--- config.mk ---
export PLATFORM = sky130hd
export DESIGN_NAME = fcs_fault_capture_and_system_config
export DESIGN_NICKNAME = d
export VERILOG_FILES = /design/src/hdl/fcs_pkg.sv /design/src/hdl/fcs_fault_capture_and_system_config.sv
export SDC_FILE = /design/constraint.sdc
export NUM_CORES = 1
export LEC_CHECK = 0
export ABC_AREA = 0
export ABC_CLOCK_PERIOD_IN_PS = 10700
export BUFFER_PORTS_ARGS = -buffer_cell sky130_fd_sc_hd__clkbuf_2
export CORE_MARGIN = 2
export CORE_UTILIZATION = 45
export DETAILED_ROUTE_END_ITERATION = 8
export PLACE_DENSITY_LB_ADDON = 0.25
export SETUP_SLACK_MARGIN = 0.1
export SLEW_MARGIN = 20
export SYNTH_ARGS = -nofsm -noshare
export SYNTH_HDL_FRONTEND = slang
export SYNTH_SLANG_ARGS = --single-unit
--- constraint.sdc ---
create_clock -name mclk -period 10.7 [get_ports mclk]
set_clock_uncertainty 0.2 [all_clocks]
set_input_delay 2.14 -clock mclk [delete_from_list [all_inputs] [get_ports mclk]]
set_output_delay 2.14 -clock mclk [all_outputs]
set_load 0.1 [all_outputs]
--- src/hdl/fcs_pkg.sv ---
package fcs_pkg;

    // register addresses as seen on the cpu port
    localparam logic [31:0] FCS_ADDR_SYS_CFG   = 32'h18000002;
    localparam logic [31:0] FCS_ADDR_PENDING   = 32'h18010002;
    localparam logic [31:0] FCS_ADDR_FAULT_ADR = 32'h18030000;
    localparam logic [31:0] FCS_ADDR_FAULT_LOG = 32'h18040002;

    // field positions of the configuration register
    localparam int FCS_CFG_CTRL_LSB = 8;
    localparam int FCS_CFG_CTRL_MSB = 15;

    // reset value of the software controls, expansion bus reset released
    localparam logic [7:0]  FCS_CFG_CTRL_RST = 8'h08;

    // bus hold limit, longest time rounded down
    localparam int          FCS_CLK_PERIOD_PS = 4000;
    localparam int          FCS_HOLD_LIMIT_NS = 16000;
    localparam int          FCS_HOLD_CYCLES_I = FCS_HOLD_LIMIT_NS * 1000 / FCS_CLK_PERIOD_PS;
    localparam logic [11:0] FCS_HOLD_CYCLES   = 12'(FCS_HOLD_CYCLES_I);

    // wait states on a slow dma controller read
    localparam logic [3:0]  FCS_SLOW_WAIT_RST = 4'h4;

    // cycles after reset release before straps are valid
    localparam logic [1:0]  FCS_STRAP_DELAY = 2'h2;

    // attributes of the memory access that is in flight
    typedef struct packed {
        logic       is_read;
        logic       proc_board;
        logic [2:0] io_master_code;
        logic       io_master_valid;
        logic [1:0] acc_type;
        logic [3:0] byte_parity_fail;
    } fcs_fault_attr_t;

    // fault cause log layout, bit 15 down to bit 0
    typedef struct packed {
        logic       io_master_code_invalid_n;
        logic [2:0] io_master_code;
        logic       processor_board_fault;
        logic [2:0] rsvd;
        logic       timeout;
        logic       fault_was_read;
        logic [1:0] acc_type_n;
        logic [3:0] byte_parity_fail_n;
    } fcs_fault_log_t;

    // software controls, upper half of the configuration register
    typedef struct packed {
        logic parity_irq_enable;
        logic parity_fault_inject;
        logic slow_dma_read_enable;
        logic expansion_terminal_count_enable;
        logic expansion_bus_reset_n;
        logic software_end_of_process;
        logic scsi_dir_to_memory;
        logic scsi_dma_init;
    } fcs_cfg_ctrl_t;

endpackage : fcs_pkg

--- src/hdl/fcs_fault_capture_and_system_config.sv ---
// Summary of operation
// - long bus hold disengages master, flags timeout
// - fault log bits 10..8 read zero
// - log bit 11 marks processor board fault
// - log records three bit io master code
// - log bit 15 low means code valid
// - fault address latches every cycle when free
// - fault raises level five irq, freezes address
// - pending register read releases irq and capture
// - config low byte status, high byte controls
// - config bit 0 shows cpu board kind
// - config bits 2:1 show scsi byte pointer
// - config bit 3 low when keyswitch locked
// - config bit 4 one after power-up reset
// - config bit 7 low when fpu fitted
// - config bit 8 holds scsi dma reset
// - config bit 9 steers scsi dma direction
// - config bit 10 drives dma end of process
// - config bit 11 active low expansion reset
// - config bit 12 enables terminal count drive
// - config bit 14 forces bad memory parity
// - parity irq only when config bit 15 set
// - slow read bit inserts dma read waits
// - log bit 6 records read versus write
// - log bits 3..0 low per bad byte
`timescale 1ns/1ps

module fcs_fault_capture_and_system_config
    import fcs_pkg::*;
#(
    parameter logic [3:0] SLOW_WAIT_CYCLES = FCS_SLOW_WAIT_RST
)
(
    input  wire logic            mclk,
    input  wire logic            reset,
    // cpu register port
    input  wire logic [31:0]     reg_addr,
    input  wire logic [31:0]     reg_wdata,
    input  wire logic            reg_wr,
    input  wire logic            reg_rd,
    output logic [31:0]          reg_rdata,
    // memory controller side
    input  wire logic [31:0]     mem_addr,
    input  wire fcs_fault_attr_t mem_attr,
    input  wire logic            mbus_hold,
    input  wire logic            parity_err,
    output logic                 master_disengage,
    output logic                 bus_error_irq_n,
    // board straps and panel pins
    input  wire logic            cpu_board_kind,
    input  wire logic            keyswitch_locked_n,
    input  wire logic            fpu_present_n,
    input  wire logic            keyswitch_reset_cause,
    // scsi and dma side
    input  wire logic [1:0]      scsi_byte_pointer,
    input  wire logic            dma_ctrl_read,
    output logic                 dma_read_wait,
    output logic                 scsi_dma_init,
    output logic                 scsi_dir_to_memory,
    output logic                 software_end_of_process,
    output logic                 expansion_bus_reset_n,
    output logic                 expansion_terminal_count_enable,
    output logic                 slow_dma_read_enable,
    output logic                 parity_fault_inject,
    output logic                 parity_irq_enable
);

    logic [31:0]     reg_rdata_ff;
    logic [31:0]     fault_addr_ff;
    fcs_fault_log_t  fault_log_ff;
    fcs_fault_log_t  nxt_fault_log;
    fcs_cfg_ctrl_t   cfg_ctrl_ff;
    logic            held_ff;
    logic            irq_n_ff;
    logic [11:0]     hold_cnt_ff;
    logic            disengage_ff;
    logic [3:0]      pin_meta_ff;
    logic [3:0]      pin_sync_ff;
    logic [1:0]      strap_cnt_ff;
    logic            cold_start_ff;
    logic [3:0]      wait_cnt_ff;
    logic            wait_ff;
    logic [15:0]     cfg_view;
    logic            timeout_evt;
    logic            parity_evt;
    logic            fault_evt;
    logic            release_evt;
    logic            capture;
    logic [31:0]     nxt_rdata;
    logic [3:0]      pin_raw;

    // two flip-flop synchroniser for the board pins
    assign pin_raw = {keyswitch_reset_cause, fpu_present_n, keyswitch_locked_n, cpu_board_kind};

    always_ff @(posedge mclk or posedge reset)
    begin
        if (reset)
        begin
            pin_meta_ff <= 4'h0;
            pin_sync_ff <= 4'h0;
        end
        else
        begin
            pin_meta_ff <= pin_raw;
            pin_sync_ff <= pin_meta_ff;
        end
    end

    // cold start caught once straps settle
    always_ff @(posedge mclk or posedge reset)
    begin
        if (reset)
        begin
            strap_cnt_ff  <= 2'h0;
            cold_start_ff <= 1'b0;
        end
        else if (strap_cnt_ff != FCS_STRAP_DELAY + 2'h1)
        begin
            strap_cnt_ff <= strap_cnt_ff + 2'h1;
            // only the second synchroniser stage is read
            if (strap_cnt_ff == FCS_STRAP_DELAY)
            begin
                cold_start_ff <= ~pin_sync_ff[3];
            end
        end
    end

    always_ff @(posedge mclk or posedge reset)
    begin
        if (reset)
        begin
            hold_cnt_ff <= 12'h000;
        end
        else if (!mbus_hold)
        begin
            hold_cnt_ff <= 12'h000;
        end
        else if (hold_cnt_ff != FCS_HOLD_CYCLES)
        begin
            hold_cnt_ff <= hold_cnt_ff + 12'h001;
        end
    end

    assign timeout_evt = mbus_hold && (hold_cnt_ff == FCS_HOLD_CYCLES - 12'h001);

    // disengage the master until it lets go
    always_ff @(posedge mclk or posedge reset)
    begin
        if (reset)
        begin
            disengage_ff <= 1'b0;
        end
        else if (timeout_evt)
        begin
            disengage_ff <= 1'b1;
        end
        else if (!mbus_hold)
        begin
            disengage_ff <= 1'b0;
        end
    end

    // parity faults only count when enabled
    assign parity_evt  = parity_err && cfg_ctrl_ff.parity_irq_enable;
    assign fault_evt   = timeout_evt || parity_evt;
    // pending register read releases the capture
    assign release_evt = reg_rd && (reg_addr == FCS_ADDR_PENDING);
    // a new fault beats a release in the same cycle
    assign capture     = fault_evt && (!held_ff || release_evt);

    // freeze on fault, raise level five irq
    always_ff @(posedge mclk or posedge reset)
    begin
        if (reset)
        begin
            held_ff  <= 1'b0;
            irq_n_ff <= 1'b1;
        end
        else if (capture)
        begin
            held_ff  <= 1'b1;
            irq_n_ff <= 1'b0;
        end
        else if (release_evt)
        begin
            held_ff  <= 1'b0;
            irq_n_ff <= 1'b1;
        end
    end

    // address follows the memory controller while free
    always_ff @(posedge mclk or posedge reset)
    begin
        if (reset)
        begin
            fault_addr_ff <= 32'h00000000;
        end
        else if (!held_ff || capture)
        begin
            fault_addr_ff <= mem_addr;
        end
    end

    // cause of the fault from the access attributes
    always_comb
    begin
        nxt_fault_log = '0;
        // per byte parity flags, ones when timed out
        nxt_fault_log.byte_parity_fail_n = timeout_evt ? 4'hf
                                         : ~{mem_attr.byte_parity_fail[0],
                                             mem_attr.byte_parity_fail[1],
                                             mem_attr.byte_parity_fail[2],
                                             mem_attr.byte_parity_fail[3]};
        nxt_fault_log.acc_type_n = ~mem_attr.acc_type;
        nxt_fault_log.fault_was_read = mem_attr.is_read;
        nxt_fault_log.timeout = timeout_evt;
        nxt_fault_log.rsvd = 3'h0;
        nxt_fault_log.processor_board_fault = mem_attr.proc_board;
        nxt_fault_log.io_master_code = mem_attr.io_master_code;
        // active low validity of the code
        nxt_fault_log.io_master_code_invalid_n = ~mem_attr.io_master_valid;
    end

    // log taken with the address, stable while held
    always_ff @(posedge mclk or posedge reset)
    begin
        if (reset)
        begin
            fault_log_ff <= '0;
        end
        else if (capture)
        begin
            fault_log_ff <= nxt_fault_log;
        end
    end

    // only the control half is writable
    always_ff @(posedge mclk or posedge reset)
    begin
        if (reset)
        begin
            cfg_ctrl_ff <= fcs_cfg_ctrl_t'(FCS_CFG_CTRL_RST);
        end
        else if (reg_wr && (reg_addr == FCS_ADDR_SYS_CFG))
        begin
            cfg_ctrl_ff <= fcs_cfg_ctrl_t'(reg_wdata[FCS_CFG_CTRL_MSB:FCS_CFG_CTRL_LSB]);
        end
    end

    // wait states on a slow dma controller read
    always_ff @(posedge mclk or posedge reset)
    begin
        if (reset)
        begin
            wait_cnt_ff <= 4'h0;
            wait_ff     <= 1'b0;
        end
        else if (dma_ctrl_read && cfg_ctrl_ff.slow_dma_read_enable && wait_cnt_ff == 4'h0)
        begin
            wait_cnt_ff <= SLOW_WAIT_CYCLES;
            wait_ff     <= (SLOW_WAIT_CYCLES != 4'h0);
        end
        else if (wait_cnt_ff != 4'h0)
        begin
            wait_cnt_ff <= wait_cnt_ff - 4'h1;
            wait_ff     <= (wait_cnt_ff > 4'h1);
        end
    end

    // configuration view, status in the low byte
    always_comb
    begin
        cfg_view = 16'h0000;
        cfg_view[FCS_CFG_CTRL_MSB:FCS_CFG_CTRL_LSB] = cfg_ctrl_ff;
        cfg_view[7] = pin_sync_ff[2];
        cfg_view[6:5] = 2'h0;
        cfg_view[4] = cold_start_ff;
        cfg_view[3] = pin_sync_ff[1];
        cfg_view[2:1] = scsi_byte_pointer;
        cfg_view[0] = pin_sync_ff[0];
    end

    // read decode, unmapped reads zero
    always_comb
    begin
        nxt_rdata = 32'h00000000;
        if (reg_rd)
        begin
            unique case (reg_addr)
                FCS_ADDR_SYS_CFG:   nxt_rdata = {16'h0000, cfg_view};
                FCS_ADDR_FAULT_ADR: nxt_rdata = fault_addr_ff;
                FCS_ADDR_FAULT_LOG: nxt_rdata = {16'h0000, fault_log_ff};
                default:            nxt_rdata = 32'h00000000;
            endcase
        end
    end

    always_ff @(posedge mclk or posedge reset)
    begin
        if (reset)
        begin
            reg_rdata_ff <= 32'h00000000;
        end
        else
        begin
            reg_rdata_ff <= nxt_rdata;
        end
    end

    assign reg_rdata        = reg_rdata_ff;
    assign master_disengage = disengage_ff;
    assign bus_error_irq_n  = irq_n_ff;
    assign dma_read_wait    = wait_ff;
    assign scsi_dma_init = cfg_ctrl_ff.scsi_dma_init;
    // direction to dma machine and protocol controller
    assign scsi_dir_to_memory = cfg_ctrl_ff.scsi_dir_to_memory;
    // end of process to the dma controller
    assign software_end_of_process = cfg_ctrl_ff.software_end_of_process;
    assign expansion_bus_reset_n = cfg_ctrl_ff.expansion_bus_reset_n;
    assign expansion_terminal_count_enable = cfg_ctrl_ff.expansion_terminal_count_enable;
    assign slow_dma_read_enable = cfg_ctrl_ff.slow_dma_read_enable;
    assign parity_fault_inject = cfg_ctrl_ff.parity_fault_inject;
    assign parity_irq_enable   = cfg_ctrl_ff.parity_irq_enable;

endmodule : fcs_fault_capture_and_system_config

# Yosys cells after proc, flatten, opt, wreduce, memory -nomap -nowiden
# Index checks and enable logic that the tools add are counted.
# word_totals
reg_bits	116
input_bits	121
elab_cells	76
output_inout_bits	43
# op_classes
eq_ne	10
n_bitwise	4
n_addsub	3
n_reduce_logical	16
n_lt_le_gt_ge	1
n_mux	15
# ops
cell	count
$eq 32x29->1 const B	4
$pmux 32 s3	1
$mux 32	1
$mux 12	2
$add 12x1->12 const B	1
$eq 12x12->1 const B	1
$mux 4	3
$ne 12x12->1 const B	1
$mux 1	8
$logic_and 1x1->1	7
$gt 4x1->1 const B	1
$logic_not 4->1	1
$ne 2x1->1 const B	2
$not 4->4	1
$reduce_bool 2->1	2
$reduce_bool 4->1	1
$sub 4x1->4 const B	1
$logic_or 1x1->1	3
$add 2x1->2 const B	1
$eq 2x2->1 const B	1
$ne 2x2->1 const B	1
$not 1->1	2
$not 2->2	1
$reduce_and 2->1	1
$logic_not 1->1	1

# Depth between registers and ports, before layout
# depth
depth_word	5
ltp_mapped	8
ltp_nobuf	7

# Worst setup path after synthesis
# OpenSTA, ideal clock, no wires.
# synth_path
kind	input to register
startpoint	input reg_addr[3]
endpoint	register fault_addr_ff[0]
path_buffers	1
required_ns	10.373
setup_slack_ns	6.415
t_arrival_ns	3.957
cell_stages	6
setup_time_ns	0.127
cell_sequence	nor4_1 -> nand4_1 -> or4_4 -> o21ai_4 -> buf_6 -> mux2_1
# synth_between
elab_chain_cells	5
# synth_lines
item	line	source
from (decl)	fcs_fault_capture_and_system_config.sv:37	input wire logic [31:0] reg_addr,
$eq 32x29->1	fcs_fault_capture_and_system_config.sv:167	assign release_evt = reg_rd && (reg_addr == FCS_ADDR_PENDING);
$logic_and 1x1->1	fcs_fault_capture_and_system_config.sv:167	
$logic_or 1x1->1	fcs_fault_capture_and_system_config.sv:169	assign capture = fault_evt && (!held_ff || release_evt);
$logic_and 1x1->1	fcs_fault_capture_and_system_config.sv:169	
$logic_or 1x1->1	fcs_fault_capture_and_system_config.sv:198	else if (!held_ff || capture)
to (signal assigned)	fcs_fault_capture_and_system_config.sv:200	fault_addr_ff <= mem_addr;
to (decl)	fcs_fault_capture_and_system_config.sv:69	logic [31:0] fault_addr_ff;
# No other way between the ends.
# A chain may end at the register's enable or synchronous reset.

# Final worst setup path
# layout_path
startpoint	input reg_addr[3]
endpoint	register fault_addr_ff[21]
# The elaborated chain is that of the path after synthesis.

==> results.toml <==
[status]
outcome = "completed"

[yosys]
yosysTopAreaCell = "dfrtp_1"
synthTopCellsByArea = "dfrtp_1, mux2_1, a222oi_1, mux2_2, and3_1"
synth.avg_cell_area_um2 = 13.19
synth_warnings = 0
synth_edf_count = 0
synthArstFlopShare_pct = 100.0
yosys.area.top_type_share_pct = 61.29
ys_ff_latch = 116
synth.distinct_cells = 41
ys_seq_area_share_pct = 62.42
ys.flop_type = "dfrtp_1"
synth_cells = 353
syn-num-nets = 480
synth_common_cells = "dfrtp_1, mux2_1, nor2_1"
syn_area_um2 = 4654
synth_most_common_cell = "dfrtp_1"

[clock_tree]
cts_setup_buffers = 0
ctsResizeCount = 0
cts_root_buf = "clkbuf_8"
clk_latency_ns = 0.52
numCtsBuffers = 17
path_clk_slew_ns = 0.06
cts_tree = "yes"
h-tree-depth = 4
cts_hold_buffers = 0
clock_path_buffers = 2
clock-sinks = 116

[die]
die_h_um = 105.7
io_pins = 164
dieArea_um2 = 11170
die_w_um = 105.7
floorplan.initialDensity_pct = 45.70
core_area_um2 = 10180
rows = 37

[power]
irDropWorstVdd_mv = 0.08087
clockPowerShare_pct = 54.9
finalPower_mw = 1.089
intPower_uw = 864.5
p_seq_share_pct = 41.5
power.density_nw_per_um2 = 177.5
netSwitchingFraction_pct = 20.60
comb_power_share_pct = 3.6
p_switching_uw = 224.3
leakage_nw = 3.077

[placed_design]
place.gp.congestion = 0.7324
port_buffers = 139
placedCellCount = 618
dp_hpwl_mm = 7.044
pre_cts_slack_ns = 5.467

[grt]
grt_start_max_net_pins = 87
antenna_found_initial = 0
globalRouteOverflowTotal = 0
track_usage_pct = 20.18
grt_pass1_vias = 3433
grt_pass1_wl_mm = 17.20

[route]
vias = 3350
wire_per_inst_um = 16.16
post-route-drc-count = 0
routed_wl_mm = 10.50
first_pass_iters = 5
vias_per_cell = 5.154
detail_route.iter0.violations = 180
ant_nets = 0

[setup_path]
reg2reg_depth = 7
r2r-end = "fault_addr_ff[21]"
crit_fanout = 23
crit_arrival_ns = 4.84
reg2reg_from = "hold_cnt_ff[0]"
required_ns = 10.89
startpoint_type = "input pin"
r2r_slack_ns = 7.41
crit_type = "input pin to register"
end_kind = "register"

[worst_hold_path]
hold_path.class = "register to register"
hp-start = "pin_meta_ff[2]"
min_to = "pin_sync_ff[2]"
holdPathStages = 0

[finish]
diodes = 0
fin_util_pct = 60.25
stdcell_count = 650
syn2layout_area_growth_pct = 31.83
drive_gt1_share_pct = 37.55
multi_input_area_um2 = 1649
nets = 628
nFillCells = 848
regArea_um2 = 2905

[timing]
timing_hold_violations_final = 0
setup_viol = 0
tightest_slew_ns = 0.9912
worst_slack_ns = 6.046
relSlewSlack_pct = 33.42
slew_violations = 0
period_needed_ns = 4.654
setup_tns_ns = 0
fmax_mhz = 214.9
period_share_pct = 43.49
rsz0062_at_grt = "no"

[run]
maxCapViolCount = 0
-- sequential cells by signal, indices dropped and copies added (netlist names), 2 cells and up --
| signal | count |
|---|---|
| wait_cnt_ff | 4 |
| fault_log_ff | 13 |
| pin_sync_ff | 4 |
| strap_cnt_ff | 2 |
| fault_addr_ff | 32 |
| pin_meta_ff | 4 |
| hold_cnt_ff | 12 |
| reg_rdata | 32 |
-- cell type report --
cell class / count / area share (%)
clock inverters: 11 / 2.855
flip-flops and latches: 116 / 47.35
repair buffers: 143 / 11.89
multi-input cells: 211 / 26.88
clock buffers: 21 / 7.484
inverters: 12 / 0.7749
well taps: 136 / 2.773
-- power groups by stage --
stage               clock network, mW  registers (mW)  logic [mW]
finish                          0.598           0.452      0.0389
global route                    0.630           0.453      0.0446
CTS                             0.606           0.452      0.0398
detailed placement                  0           0.460      0.0394
global placement                    0           0.459      0.0382
floorplan                           0           0.458      0.0163
-- layer usage --
layer	vias to the layer above	part of all wire, %	GRT usage (%)
met4	0	1.7	10.43
met2	107	49	30.23
met1	1654	45	27.37
li1	1572	-	-
met3	17	4.6	4.886
met5	-	0	0
-- logic make-up after synthesis --
family,count (synthesis),share of synthesized area [%]
mux,48,11.56
simple gates,104,12.34
xor+xnor,11,2.070
fa+ha+maj,6,1.613
buf+inv,26,2.581
flops,116,62.42
compound gates,42,7.420
-- layout by cell type, fill, tap and decap left out, types with 8 or more instances in the layout --
cell / instances
mux2_2: 9
inv_1: 11
clkbuf_2: 139
xnor2_1: 8
a21oi_1: 9
nor2_1: 24
a222oi_1: 11
dfrtp_1: 114
nand2_1: 13
and2_1: 8
and3_1: 16
mux2_1: 37
clkbuf_16: 16
-- metrics by stage --
stage               area, µm²  hold WS [ns]
floorplan                4654        0.1312
global placement         5498        0.1326
detailed placement       5498        0.1347
CTS                      6132        0.1481
global route             6136        0.1532
finish                   6136        0.1473
-- worst max-delay path by stage --
| stage | start | to | slack, ns | depth (start not counted) |
|---|---|---|---|---|
| CTS | reg_addr[3] | scsi_dma_init | 6.01 | 6 |
| global route | reg_addr[3] | parity_fault_inject | 5.86 | 6 |
| global placement | reg_addr[3] | parity_fault_inject | 5.57 | 6 |
| floorplan | reset | cold_start_ff | 5.29 | 1 |
| detailed placement | reg_addr[3] | software_end_of_process | 5.47 | 6 |
| finish | reg_addr[3] | fault_addr_ff[21] | 6.05 | 7 |
-- worst max-delay path: stages --
cell	delay [ns]
clkbuf_2	0.08
nor4_1	0.32
nand4_1	0.42
or4_4	0.68
o21ai_4	0.40
buf_4	0.41
mux2_1	0.39
No activity file was read; power rests on OpenSTA's default activity.
